`src/e1sup_pkg.sv`:
```
/*
  Constants, register map and types for the E1 card alarm and status supervisor.
  Assumes a 50 MHz card clock and a 32-bit Avalon-MM register port.
*/
package e1sup_pkg;

  // ***************************************************
  // Timing
  // ***************************************************
  localparam int unsigned CLK_HZ = 50_000_000;
  localparam int unsigned POLL_LAPSE_MS = 2000;
  localparam int unsigned POLL_LAPSE_CYC = POLL_LAPSE_MS * (CLK_HZ / 1000);
  localparam int unsigned LAPSE_CNT_W = 27;

  // ***************************************************
  // Register offsets (byte addresses)
  // ***************************************************
  localparam logic [4:0] OFS_CTRL = 5'h00;
  localparam logic [4:0] OFS_STATUS = 5'h04;
  localparam logic [4:0] OFS_IRQ_STAT = 5'h08;
  localparam logic [4:0] OFS_IRQ_CLR = 5'h0c;
  localparam logic [4:0] OFS_IRQ_EN = 5'h10;
  localparam logic [4:0] OFS_COUNTS = 5'h14;
  localparam logic [4:0] OFS_OOF_THR = 5'h18;

  // ***************************************************
  // Control fields
  // ***************************************************
  localparam int CTRL_OOS = 0;
  localparam int CTRL_MAINT = 1;
  localparam int CTRL_MANUAL = 2;
  localparam int CTRL_BASE_SET = 3;
  localparam int CTRL_RST_ACK = 4;
  localparam logic [4:0] CTRL_RESET = 5'h04;

  // ***************************************************
  // Status fields
  // ***************************************************
  localparam int ST_STATE = 0;
  localparam int ST_ALARM = 2;
  localparam int ST_RED = 4;
  localparam int ST_YEL = 5;
  localparam int ST_GRN = 6;
  localparam int ST_YTX = 7;
  localparam int ST_ACCEPT = 8;
  localparam int ST_TEARDOWN = 9;
  localparam int ST_LAPSE = 10;
  localparam int ST_PROTO = 12;
  localparam int ST_SLOT = 16;

  // ***************************************************
  // Interrupt bits and counters
  // ***************************************************
  localparam int IRQ_W = 4;
  localparam int IRQ_RED = 0;
  localparam int IRQ_YEL = 1;
  localparam int IRQ_STATE = 2;
  localparam int IRQ_LAPSE = 3;
  localparam logic [3:0] IRQ_EN_RESET = 4'h0;
  localparam int CNT_W = 16;
  localparam logic [15:0] OOF_THR_RESET = 16'h000a;

  typedef enum logic [1:0] {
    E1SUP_ACTIVE = 2'b00,
    E1SUP_MAINT = 2'b01,
    E1SUP_OOS = 2'b10
  } e1sup_state_t;

  typedef enum logic [1:0] {
    E1SUP_ALM_NONE = 2'b00,
    E1SUP_ALM_MINOR = 2'b01,
    E1SUP_ALM_MAJOR = 2'b10
  } e1sup_alarm_t;

  typedef enum logic [2:0] {
    E1SUP_DSS1 = 3'b000,
    E1SUP_DASS2_NET = 3'b001,
    E1SUP_DASS2_EXCH = 3'b010,
    E1SUP_DPNSS = 3'b011,
    E1SUP_EURO_ISDN = 3'b100
  } e1sup_proto_t;

endpackage

```
`src/e1sup_poll_if.sv`:
```
/*
  Carrier between the supervisor core and its poll lapse timer.
  Assumes both ends run on the single card clock.
*/
`timescale 1ns/100ps

interface e1sup_poll_if;
  logic poll;
  logic lapse;
  modport core (output poll, input lapse);
  modport timer (input poll, output lapse);
endinterface

```
`src/e1sup_lapse_timer.sv`:
```
/*
  Poll lapse timer: counts card clocks since the last controller poll.
  Assumes poll is a one-cycle pulse synchronous to clk.
*/
`timescale 1ns/100ps

module e1sup_lapse_timer
  import e1sup_pkg::*;
#(
  parameter int unsigned LAPSE_CYC = e1sup_pkg::POLL_LAPSE_CYC
) (
  // Clock and reset
  input wire logic clk,
  input wire logic rst_b,
  // Core side
  e1sup_poll_if.timer pif
);

  import e1sup_pkg::*;

  localparam logic [LAPSE_CNT_W-1:0] LIMIT = LAPSE_CNT_W'(LAPSE_CYC - 1);

  logic [LAPSE_CNT_W-1:0] cnt_q;
  logic lapse_q;
  wire at_limit = (cnt_q == LIMIT);

  always_ff @(posedge clk or negedge rst_b)
  begin
    if (!rst_b)
    begin
      cnt_q <= '0;
      lapse_q <= 1'b0;
    end
    else if (pif.poll)
    begin
      cnt_q <= '0;
      lapse_q <= 1'b0;
    end
    else if (at_limit)
      lapse_q <= 1'b1;
    else
      cnt_q <= cnt_q + 1'b1;
  end

  assign pif.lapse = lapse_q;
endmodule // e1sup_lapse_timer

```
`src/e1sup_top.sv`:
```
/*
  E1 card alarm and status supervisor: indicators, card state, outward
  yellow alarm, system alarm level, counters, identity and slot capture.
  Assumes span condition inputs are synchronous levels, slip_pulse and
  midnight_pulse are one-cycle pulses, and software uses Avalon-MM.
*/
// How it works
// - Red lights steadily on carrier loss, frame alignment loss or signaling channel failure.
// - Yellow lights on remote alarm or a two second poll lapse; a lapse alone keeps the card active.
// - Green stays lit until software marks the base address assigned and never signals an alarm.
// - With no fault and the base address assigned all indicators are off, the state is active and no system alarm is raised.
// - Carrier loss (major) or frame loss (minor) lights red, enters maintenance (frame loss at threshold if manual) and sends yellow outward.
// - Signaling failure (none) or setup timer expiry (major) lights red, enters maintenance, sends nothing.
// - Remote alarm lights yellow, raises a minor alarm, enters maintenance and sends nothing.
// - After card reset red, yellow and green light, alarm is major and state is maintenance.
// - Out of service lights green, raises a minor alarm and reports the out-of-service state.
// - Commanded maintenance refuses new calls; calls are torn down only on out of service or carrier loss.
// - The card returns to active only once every maintenance cause has cleared.
// - With manual intervention off, frame loss enters and leaves maintenance directly, ignoring the threshold.
// - Slip and frame loss counters clear to zero on each midnight pulse.
// - The override switch selects Euro ISDN; otherwise the two identity switches select the protocol.
`timescale 1ns/100ps

module e1sup_top
  import e1sup_pkg::*;
#(
  parameter int unsigned LAPSE_CYC = e1sup_pkg::POLL_LAPSE_CYC
) (
  // Clock and reset
  input wire logic clk,
  input wire logic rst_b,
  // Avalon-MM register port
  input wire logic [4:0] avs_address,
  input wire logic avs_read,
  input wire logic avs_write,
  input wire logic [31:0] avs_writedata,
  output logic [31:0] avs_readdata,
  output logic avs_waitrequest,
  // Span conditions
  input wire logic carrier_lost,
  input wire logic frame_alignment_lost,
  input wire logic remote_alarm,
  input wire logic sig_chan_fail,
  input wire logic setup_timer_expired,
  input wire logic slip_pulse,
  input wire logic midnight_pulse,
  // Straps
  input wire logic variant_override_switch,
  input wire logic identity_switch_high,
  input wire logic identity_switch_low,
  input wire logic [7:0] card_addr,
  // Indicators and span control
  output logic led_red,
  output logic led_yellow,
  output logic led_green,
  output logic yellow_tx,
  output logic [1:0] card_state,
  output logic [1:0] system_alarm,
  output logic call_accept,
  output logic call_teardown,
  output logic irq
);

  import e1sup_pkg::*;

  // ***************************************************
  // Declarations
  // ***************************************************
  e1sup_poll_if pif ();
  logic [4:0] ctrl_q;
  logic [IRQ_W-1:0] irq_stat_q, irq_en_q;
  logic [CNT_W-1:0] oof_cnt_q, slip_cnt_q, oof_thr_q;
  logic [7:0] slot_q;
  logic slot_taken_q;
  logic [2:0] proto_q;
  logic oof_prev_q;
  logic red_q, yel_q, grn_q, ytx_q, accept_q, tear_q, irq_q;
  e1sup_state_t state_q, state_d;
  e1sup_alarm_t alarm_q, alarm_d;
  logic [31:0] rdata_q;
  logic wait_q;

  // ***************************************************
  // Bus decode
  // ***************************************************
  wire req = avs_read | avs_write;
  wire done = req & ~wait_q;
  wire wr_en = avs_write & done;
  wire wr_ctrl = wr_en & (avs_address == OFS_CTRL);
  wire wr_clr = wr_en & (avs_address == OFS_IRQ_CLR);
  wire wr_en_reg = wr_en & (avs_address == OFS_IRQ_EN);
  wire wr_thr = wr_en & (avs_address == OFS_OOF_THR);

  // ***************************************************
  // Conditions
  // ***************************************************
  wire oos_cmd = ctrl_q[CTRL_OOS];
  wire maint_cmd = ctrl_q[CTRL_MAINT];
  wire manual_on = ctrl_q[CTRL_MANUAL];
  wire base_set = ctrl_q[CTRL_BASE_SET];
  wire reset_pend = ~ctrl_q[CTRL_RST_ACK];
  wire lapse = pif.lapse;
  wire oof_rise = frame_alignment_lost & ~oof_prev_q;
  wire oof_maint = frame_alignment_lost & (~manual_on | (oof_cnt_q >= oof_thr_q));
  wire maint_any = carrier_lost | oof_maint | sig_chan_fail | setup_timer_expired
                 | remote_alarm | reset_pend | maint_cmd;
  wire red_d = carrier_lost | frame_alignment_lost | sig_chan_fail | setup_timer_expired | reset_pend;
  wire yel_d = remote_alarm | lapse | reset_pend;
  // Green until base assigned, plus out of service
  wire grn_d = ~base_set | oos_cmd;
  // Outward yellow on carrier or frame loss
  wire ytx_d = carrier_lost | frame_alignment_lost;
  wire major = carrier_lost | setup_timer_expired | reset_pend;
  wire minor = frame_alignment_lost | remote_alarm | lapse | oos_cmd;
  // Teardown only on out of service or carrier loss
  wire tear_d = oos_cmd | carrier_lost;
  wire [IRQ_W-1:0] ev = {lapse & ~pif.poll & ~irq_stat_q[IRQ_LAPSE],
                         state_d != state_q, yel_d & ~yel_q, red_d & ~red_q};
  wire [2:0] proto_d = variant_override_switch ? E1SUP_EURO_ISDN
                     : {1'b0, identity_switch_high, identity_switch_low};

  // Out of service wins, else active when clear
  always_comb
  begin
    if (oos_cmd)
      state_d = E1SUP_OOS;
    else if (maint_any)
      state_d = E1SUP_MAINT;
    else
      state_d = E1SUP_ACTIVE;
    // Signaling failure raises no alarm by itself
    if (major)
      alarm_d = E1SUP_ALM_MAJOR;
    else if (minor)
      alarm_d = E1SUP_ALM_MINOR;
    else
      alarm_d = E1SUP_ALM_NONE;
  end

  // ***************************************************
  // Status outputs
  // ***************************************************
  // Registered causes, reset view
  always_ff @(posedge clk or negedge rst_b)
  begin
    if (!rst_b)
    begin
      red_q <= 1'b1;
      yel_q <= 1'b1;
      grn_q <= 1'b1;
      ytx_q <= 1'b0;
      state_q <= E1SUP_MAINT;
      alarm_q <= E1SUP_ALM_MAJOR;
      accept_q <= 1'b0;
      tear_q <= 1'b0;
    end
    else
    begin
      red_q <= red_d;
      yel_q <= yel_d;
      grn_q <= grn_d;
      ytx_q <= ytx_d;
      state_q <= state_d;
      alarm_q <= alarm_d;
      accept_q <= (state_d == E1SUP_ACTIVE);
      tear_q <= tear_d;
    end
  end

  // Slot taken once after release, identity every cycle
  always_ff @(posedge clk or negedge rst_b)
  begin
    if (!rst_b)
    begin
      slot_q <= 8'h00;
      slot_taken_q <= 1'b0;
      proto_q <= 3'h0;
    end
    else
    begin
      proto_q <= proto_d;
      if (!slot_taken_q)
      begin
        slot_q <= card_addr;
        slot_taken_q <= 1'b1;
      end
    end
  end

  always_ff @(posedge clk or negedge rst_b)
  begin
    if (!rst_b)
    begin
      oof_cnt_q <= '0;
      slip_cnt_q <= '0;
      oof_prev_q <= 1'b0;
    end
    else
    begin
      oof_prev_q <= frame_alignment_lost;
      if (midnight_pulse)
      begin
        oof_cnt_q <= '0;
        slip_cnt_q <= '0;
      end
      else
      begin
        if (oof_rise && oof_cnt_q != '1)
          oof_cnt_q <= oof_cnt_q + 1'b1;
        if (slip_pulse && slip_cnt_q != '1)
          slip_cnt_q <= slip_cnt_q + 1'b1;
      end
    end
  end

  // ***************************************************
  // Registers and interrupts
  // ***************************************************
  always_ff @(posedge clk or negedge rst_b)
  begin
    if (!rst_b)
    begin
      ctrl_q <= CTRL_RESET;
      irq_en_q <= IRQ_EN_RESET;
      oof_thr_q <= OOF_THR_RESET;
      irq_stat_q <= '0;
      irq_q <= 1'b0;
    end
    else
    begin
      if (wr_ctrl)
        ctrl_q <= avs_writedata[4:0];
      if (wr_en_reg)
        irq_en_q <= avs_writedata[IRQ_W-1:0];
      if (wr_thr)
        oof_thr_q <= avs_writedata[CNT_W-1:0];
      // Set wins over clear so no event is lost
      irq_stat_q <= (irq_stat_q & ~({IRQ_W{wr_clr}} & avs_writedata[IRQ_W-1:0])) | ev;
      irq_q <= |(irq_stat_q & irq_en_q);
    end
  end

  // One wait cycle lets read data come from a register
  wire [31:0] status_w = {8'h00, slot_q, 1'b0, proto_q, 1'b0, lapse, tear_q, accept_q,
                          ytx_q, grn_q, yel_q, red_q, alarm_q, state_q};
  wire [31:0] rmux = (avs_address == OFS_CTRL) ? {27'h0, ctrl_q}
                   : (avs_address == OFS_STATUS) ? status_w
                   : (avs_address == OFS_IRQ_STAT) ? {28'h0, irq_stat_q}
                   : (avs_address == OFS_IRQ_EN) ? {28'h0, irq_en_q}
                   : (avs_address == OFS_COUNTS) ? {slip_cnt_q, oof_cnt_q}
                   : (avs_address == OFS_OOF_THR) ? {16'h0, oof_thr_q}
                   : 32'h0;

  always_ff @(posedge clk or negedge rst_b)
  begin
    if (!rst_b)
    begin
      wait_q <= 1'b1;
      rdata_q <= 32'h0;
    end
    else
    begin
      wait_q <= ~(req & wait_q);
      if (req & wait_q)
        rdata_q <= rmux;
    end
  end

  // Every completed access counts as a poll
  assign pif.poll = done;

  e1sup_lapse_timer #(.LAPSE_CYC(LAPSE_CYC)) u_lapse (
    .clk(clk),
    .rst_b(rst_b),
    .pif(pif)
  );

  assign avs_readdata = rdata_q;
  assign avs_waitrequest = wait_q;
  assign led_red = red_q;
  assign led_yellow = yel_q;
  assign led_green = grn_q;
  assign yellow_tx = ytx_q;
  assign card_state = state_q;
  assign system_alarm = alarm_q;
  assign call_accept = accept_q;
  assign call_teardown = tear_q;
  assign irq = irq_q;
endmodule // e1sup_top

```
`config.mk`:
```
export PLATFORM = sky130hd
export DESIGN_NAME = e1sup_top
export DESIGN_NICKNAME = d
export VERILOG_FILES = /design/src/e1sup_pkg.sv /design/src/e1sup_poll_if.sv /design/src/e1sup_lapse_timer.sv /design/src/e1sup_top.sv
export SDC_FILE = /design/constraint.sdc
export NUM_CORES = 1
export LEC_CHECK = 0
export BUFFER_PORTS_ARGS = -buffer_cell sky130_fd_sc_hd__buf_4
export CORE_UTILIZATION = 30
export CTS_CLUSTER_DIAMETER = 120
export DETAILED_ROUTE_END_ITERATION = 10
export PLACE_DENSITY_LB_ADDON = 0.25
export SYNTH_ARGS = -nofsm -noshare
export SYNTH_HDL_FRONTEND = slang
export SYNTH_SLANG_ARGS = --single-unit
```
`constraint.sdc`:
```
create_clock -name clk -period 2.6 [get_ports clk]
set_clock_uncertainty 0.1 [all_clocks]
set_input_delay 0.26 -clock clk [delete_from_list [all_inputs] [get_ports clk]]
set_output_delay 0.26 -clock clk [all_outputs]
set_load 0.005 [all_outputs]
```
* Word level (Yosys, flattened, before mapping)
Cells that the tools add are included.
Word-level totals: word-level logic and storage cells 114, bits in registers 146, bits of input ports 59
Cells by class: bitwise operators 49, add/subtract/negate cells 3, order comparisons 1, reduce and logical (&&, ||, !) cells 8, mux-type cells 19, equal/unequal tests 11
Operator list (number):
- 32-bit two-way mux | 5
- 16-bit two-way mux | 5
- 27-bit two-way mux | 2
- 16-bit by 1-bit adder with 16-bit output, second input constant | 2
- 16-bit != test, second input constant | 2
- 27-bit by 1-bit adder with 27-bit output, second input constant | 1
- 27-bit equality test, second input constant | 1
- 1-bit bitwise OR | 21
- 16-bit >= comparator | 1
- 5-bit equality test, second input constant | 3
- 1-bit AND | 13
- 4-bit AND | 3
- 5-bit by 4-bit equality test with 1-bit output, second input constant | 2
- 1-bit inverter | 10
- 2-bit nonzero test | 3
- 5-bit by 3-bit equality test with 1-bit output, second input constant | 1
- 5-bit zero test | 1
- 1-bit two-way mux | 4
- 2-bit two-way mux | 2
- 4-bit inverter | 1
- 4-bit bitwise OR | 1
- 4-bit OR reduction | 1
- 3-bit two-way mux | 1
- 1-bit logical AND | 2
- 3 further kinds | 3

* Logic depth before layout (Yosys ltp)
Gate-level depths: netlist of run 1.
depth in word-level cells 13, mapped depth 8, mapped depth without buffers 8

* By module
A second synthesis of run 1 with hierarchy kept.
Unflattened totals: cell total of the unflattened synthesis 706, area, all modules 7205.7 um^2
By module, submodules not included:
- e1sup_top | instances 1, area an instance 5718.0 um^2, cells an instance 551
- e1sup_lapse_timer | instances 1, area an instance 1487.7 um^2, cells an instance 155

* Worst setup path after synthesis of run 1
Ideal clock, no wire load.
path type reg-to-reg, start register u_lapse.cnt_q[8], end register u_lapse.cnt_q[21], clock period less this slack 2.080 ns, cell stages (with the launch flop) 8, path slack 0.520 ns, required time 2.368 ns, setup time 0.132 ns, arrival 1.848 ns, path through dfrtp_1 -> or4b_1 -> nor4_1 -> nor3b_2 -> buf_2 -> nand4b_1 -> xor2_1 -> nor2_1
Between the ends: longest elaborated chain between the ends 3, elaborated cells on any way between the ends 5
RTL lines:
- from (decl) | RTL line e1sup_lapse_timer.sv:23 | logic [LAPSE_CNT_W-1:0] cnt_q;
- from (signal assigned) | RTL line e1sup_lapse_timer.sv:42 | cnt_q <= cnt_q + 1'b1;
- 27-bit by 1-bit adder with 27-bit output | RTL line e1sup_lapse_timer.sv:42
- 27-bit two-way mux | RTL line e1sup_lapse_timer.sv:39 | else if (at_limit)
- 27-bit two-way mux | RTL line e1sup_lapse_timer.sv:34 | else if (pif.poll)
Several ways; a longest one is shown, not always the timed one. The select of a mux whose other input is x is not followed. A chain may end at the register's enable or synchronous reset.

* Final worst setup path of run 1
start register u_lapse.cnt_q[8], end register u_lapse.cnt_q[9]
Same word-level chain as after synthesis.

==> flow_summary.ini, run 1 <==
[placed_design]
post-dp-hpwl_um = 13100
dp_slack_ns = 0.234
gp_congestion = 0.830
io_buffers = 86

[cts]
numClockSinks = 146
numCtsBuffers = 17
clk_latency_ns = 0.43
cts_tree = done
clockBufferDepth = 2
root_buffer = clkbuf_16
post_cts_buffers = 0
h-tree-depth = 4
path_clk_slew_ns = 0.06

[run_status]
outcome = completed

[worst_setup_path]
worstSetupStartpointType = flop
cp.required_ns = 2.81
endpoint_kind = flop
crit_arrival_ns = 2.59
rr_startpoint = u_lapse.cnt_q[8]
worstPathMaxFanout = 16
crit_type = reg -> reg
crit_start = u_lapse.cnt_q[8]

[final_layout]
multi_input_area_mm2 = 0.00323
nNetsFinal = 897
drive_gt1_share_pct = 19.9
fillers = 2261
syn2layout_area_growth_pct = 29.1
register_area_mm2 = 0.00366
antenna_cells = 0

[route]
wl_um = 18600
drtIter0Drc = 300
wl_per_cell_um = 16.2
via_per_inst = 4.84
remaining_drc_errors = 0
vias = 5534
drt_first_pass_iters = 5
ant_nets = 0

[logic_synthesis]
syn_nets = 771
ys_async_sr_fraction_pct = 100
synth_cells = 693
avgSynthCellArea_um2 = 10.2
synth_edf_count = 0
synth-seq-cells = 146
syn_area_mm2 = 0.00707
synth_cell_types = 55
synth_warnings = 0
seq_area_frac_synth_pct = 51.9
ys.flop_type = dfrtp_1

[global_route]
grt-ovfl-total = 0
grt_pass1_vias = 5613
gr-usage-all-layers_pct = 16.4
grt_pass1_wl_um = 30300
antenna_found_initial = 0
grt_max_degree = 71

[sta]
setup_slack_ns = 0.216
finalMaxSlewViolations = 0
hold_viol_final = 0
tns_ns = 0
rsz0062_at_grt = no
period_minus_slack_ns = 2.38
fmax_mhz = 420
setup-violations-final = 0
relSlewSlack_pct = 50.9
tightest_slew_ns = 0.735
finalCritPeriodShare_pct = 91.7

[floorplan]
pin_count = 103
die_y_um = 155
die_w_um = 155
die-area_mm2 = 0.0242
fp-row-count = 55
start_util_pct = 30.9
core_region_area_mm2 = 0.0228

[hold_path]
hp-class = in -> reg
worstHoldStart = setup_timer_expired

[pwr]
power_density_mw_per_mm2 = 642
vdd_drop_max_uv = 328
leakage_nw = 4.02

[run]
drv_cap = 0
-- sequential cells by signal, summed over array words and instances (netlist names), 2 cells and up --
register,cells
avs_readdata,32
u_lapse.cnt_q,27
oof_cnt_q,16
oof_thr_q,16
slip_cnt_q,16
slot_q,8
ctrl_q,5
irq_en_q,4
irq_stat_q,4
proto_q,3
card_state,2
system_alarm,2
-- worst paths after layout --
| kind | to | slack (ns) | cells after the start |
|---|---|---|---|
| max reg2reg | u_lapse.cnt_q[9] | 0.22 | 7 |
| max | u_lapse.cnt_q[9] | 0.22 | 7 |
| min reg2reg | avs_readdata[29] | 0.38 | 2 |
| min in group asynchronous | oof_thr_q[2] | 0.19 | 2 |
| min | system_alarm[1] | 0.02 | 2 |
| max in group asynchronous | led_yellow | 1.50 | 3 |
-- cell families (layout without fill, tap and decap cells) --
family,count (synthesis),in the layout,share of synthesized area (%)
simple gates,272,272,18.8
fa+ha+maj,20,20,3.51
mux,41,41,6.46
flops,146,146,51.9
buf+inv,49,187,2.67
other cells,1,1,0.0531
xor+xnor,47,47,5.83
compound gates,117,117,10.8
-- power by group --
part / switching (mW) / total [mW] / leakage, nW / internal, mW
Sequential: 0.135 / 2.56 / 1.94 / 2.42
Clock: 0.939 / 2.71 / 0.308 / 1.77
Combinational: 0.312 / 0.590 / 1.77 / 0.278
-- stage by stage --
stage	hold slack [ns]	power (mW)	cell area (um2)	std cells	util (%)
finish	0.0204	5.86	9120	1144	39.9
global route	0.0320	6.11	9120	1144	39.9
CTS	0.000204	5.93	9120	1144	39.9
detailed placement	0.0775	3.16	8150	1081	35.7
global placement	0.0744	3.15	8150	1081	35.7
floorplan	-0.136	2.84	7070	693	-
-- synthesized netlist by cell type, types with 7 or more instances --
library cell | number | share of area, %
dfstp_2 | 9 | 3.3
nand3_1 | 20 | 1.4
a22oi_1 | 25 | 2.7
ha_1 | 19 | 3.4
clkbuf_1 | 22 | 1.2
nor2b_1 | 13 | 1.2
o21ai_0 | 10 | 0.71
a221o_1 | 7 | 0.99
nor3_1 | 15 | 1.1
nand2_1 | 70 | 3.7
or3_1 | 7 | 0.62
mux2_2 | 17 | 2.7
and3_1 | 10 | 0.89
a21oi_1 | 21 | 1.5
xnor2_1 | 18 | 2.2
nor2_1 | 83 | 4.4
inv_1 | 22 | 1.2
mux2_1 | 20 | 3.2
o21ai_1 | 28 | 2.0
nand4_1 | 18 | 1.6
xor2_1 | 29 | 3.6
dfrtp_1 | 137 | 49
-- layout make-up --
type / instances / area share [%]
sequential: 146 / 40.2
multi-input combinational: 498 / 35.4
timing repair buffer: 134 / 12.1
clock buffer: 22 / 5.20
tap: 313 / 4.29
clock inverter: 9 / 1.95
inverter: 22 / 0.906
-- placed cells by master (no fill, tap or decap), types with 19 or more instances in the layout --
master / count
dfrtp_1: 137
buf_4: 100
nor2_1: 82
nand2_1: 70
dlygate4sd3_1: 32
xor2_1: 29
o21ai_1: 27
a22oi_1: 25
inv_1: 22
a21oi_1: 21
nand3_1: 20
mux2_1: 20
ha_1: 19
-- worst max-delay path, cell delays in order (launching register included) --
cell	delay [ns]
dfrtp_1	0.43
or4b_1	0.51
nor4_1	0.29
nor3b_2	0.34
buf_4	0.29
nor4_1	0.09
xnor2_1	0.16
nor2_1	0.05
-- per-layer routing --
metal	share of wire (%)	wire [um]	global-route usage, %	vias to the layer above
met5	0	0	0	-
met3	4.5	837	3.12	32
met4	2.4	447	7.19	0
met2	45	8400	25.1	137
met1	48	8880	22.5	2680
li1	-	-	-	2685
-- timing repair --
| item | in CTS | in global routing |
|---|---|---|
| hold endpoints to repair | 63 | 0 |
| gates resized for setup | 0 | 0 |
| hold buffers | 32 | 0 |
Note: power is estimated with default switching activity, not from simulation.
==> run 2: changes to the inputs <==
--- a/config.mk
+++ b/config.mk
@@ -5,10 +5,10 @@
 export SDC_FILE = /design/constraint.sdc
 export NUM_CORES = 1
 export LEC_CHECK = 0
-export BUFFER_PORTS_ARGS = -buffer_cell sky130_fd_sc_hd__buf_4
 export CORE_UTILIZATION = 30
 export CTS_CLUSTER_DIAMETER = 120
 export DETAILED_ROUTE_END_ITERATION = 10
+export DONT_BUFFER_PORTS = 1
 export PLACE_DENSITY_LB_ADDON = 0.25
 export SYNTH_ARGS = -nofsm -noshare
 export SYNTH_HDL_FRONTEND = slang
==> run 2 against run 1 <==
Net effect:
- the flow now finishes with violations (negative hold slack)
- worst setup slack gained 0.0082 ns
- highest routed layer unchanged
- sequential power is essentially flat
- final cell count shrank 7.3%
- sequential share of layout area grew 3.3 points
- clock-buffer cell count shrank 2
- clock power shrank 9.2%
- critical path type unchanged
- die area is the same
- largest cell class unchanged
- critical endpoint is now oof_cnt_q[7]
- critical path depth is the same
==> flow_summary.ini, run 2 (synthesis gave the netlist of run 1 again) <==
[run_status]
outcome = finished with violations
violations = negative hold slack

[worst_setup_path]
r2r-end = oof_cnt_q[7]
worstSetupStartpointType = flop
reg2regPathDepth = 7
endpoint_kind = flop
worstPathMaxFanout = 6
crit_type = reg -> reg
cp-endpoint = oof_cnt_q[7]
crit_arrival_ns = 2.57
rr_startpoint = oof_cnt_q[3]
cp.required_ns = 2.80
reg2reg_setup_slack_ns = 0.22
crit_start = oof_cnt_q[3]

[floorplan]
core_region_area_mm2 = 0.0228
start_util_pct = 30.9
pin_count = 103
fp-row-count = 55
die_w_um = 155
die-area_mm2 = 0.0242
die_y_um = 155

[global_route]
antenna_found_initial = 1
grt_pass1_wl_um = 30100
grt_pass1_vias = 5260
gr-usage-all-layers_pct = 16.4
grt-ovfl-total = 0
grt_max_degree = 147

[sta]
rsz0062_at_grt = no
finalCritPeriodShare_pct = 91.4
setup-violations-final = 0
fmax_mhz = 421
period_minus_slack_ns = 2.38
tightest_slew_ns = 0.652
finalMaxSlewViolations = 0
hold_slack_ns = -0.551
hold_viol_final = 146
relSlewSlack_pct = 56.4
tns_ns = 0

[cts]
root_buffer = clkbuf_16
clk_latency_ns = 0.42
numCtsBuffers = 17
h-tree-depth = 4
post_cts_buffers = 0
cts_tree = done
clockBufferDepth = 2
ctsHoldBuffers = 36
numClockSinks = 146
path_clk_slew_ns = 0.06

[final_layout]
final_common_cell = dfrtp_1
nNetsFinal = 811
syn2layout_area_growth_pct = 19.2
largest_register_ffs = 32
mostFrequentLayoutCells = 137 x dfrtp_1, 82 x nor2_1, 70 x nand2_1
final_util_pct = 36.9
drive_gt1_share_pct = 10.6

[placed_design]
post-dp-hpwl_um = 12700
io_buffers = 0
gp_congestion = 0.804

[route]
wl_per_cell_um = 17.6
wl_um = 18600
via_per_inst = 4.98
drt_first_pass_iters = 5
vias = 5278
drtIter0Drc = 497
ant_nets = 0
remaining_drc_errors = 0

[run]
drv_cap = 0

[pwr]
vdd_drop_max_uv = 395
power_density_mw_per_mm2 = 647
leakage_nw = 3.55

[hold_path]
hp-class = in -> async
run 2: cell count changes in the layout (fill, tap and decap cells not counted), sizes merged:
cell	delta
buf	-89
inv	+1
diode	+1
clkbuf	-2
clkinv	+5
dlygate4sd3	+3
bufinv	-3
run 2: report_power, final:
group | internal (mW) | switching (mW)
combinational | 0.205 | 0.227
sequential | 2.42 | 0.139
clock | 1.47 | 0.990
total | 4.09 | 1.36
run 2: layer usage:
| layer | track usage [%] | routed length (um) | share of wire [%] |
|---|---|---|---|
| met4 | 5.93 | 332 | 1.8 |
| met5 | 0 | 0 | 0 |
| met1 | 22.2 | 8890 | 48 |
| met2 | 24.4 | 8250 | 44 |
| met3 | 5.24 | 1170 | 6.3 |
run 2: layout make-up:
type / count / area [um2]
inverter: 22 / 82.6
sequential: 146 / 3660
antenna: 1 / 2.50
clock buffer: 20 / 457
tap: 313 / 392
fill: 2343 / 14400
clock inverter: 12 / 133
multi-input combinational: 498 / 3230
timing repair buffer: 48 / 460
run 2: worst min path at each step:
stage               slack [ns]   from               to
floorplan                -0.14  rst_b  avs_readdata[0]
global placement         -0.12  rst_b        ctrl_q[0]
detailed placement       -0.12  rst_b    card_state[1]
CTS                      -0.58  rst_b              irq
global route             -0.58  rst_b     oof_thr_q[2]
finish                   -0.55  rst_b    card_state[1]
run 2: worst max-delay path, stage by stage, from the launching register on:
cell           delay [ns]
dfrtp_1              0.47
and4_1               0.28
and3_1               0.22
a2111oi_2            0.29
buf_4                0.20
xnor2_1              0.11
nor2_1               0.05
dlygate4sd3_1        0.55
run 2: what timing repair did:
item / in CTS / in global routing
resized for setup: 0 / 1
setup endpoints to repair: 0 / 1
endpoints found under the hold margin: 224 / 146
run 2: metrics by stage:
| stage | setup WS, ns | total power, mW | std cells | cell area, um2 | hold slack, ns |
|---|---|---|---|---|---|
| 4_1_cts | 0.178 | 5.52 | 1059 | 8410 | -0.580 |
| 3_3_place_gp | 0.348 | 2.97 | 991 | 7450 | -0.122 |
| 2_1_floorplan | 0.520 | 2.84 | 693 | 7070 | -0.136 |
| 3_5_place_dp | 0.331 | 2.98 | 991 | 7450 | -0.123 |
| 6_report | 0.225 | 5.45 | 1060 | 8420 | -0.551 |
| 5_1_grt | 0.0588 | 5.70 | 1060 | 8420 | -0.583 |
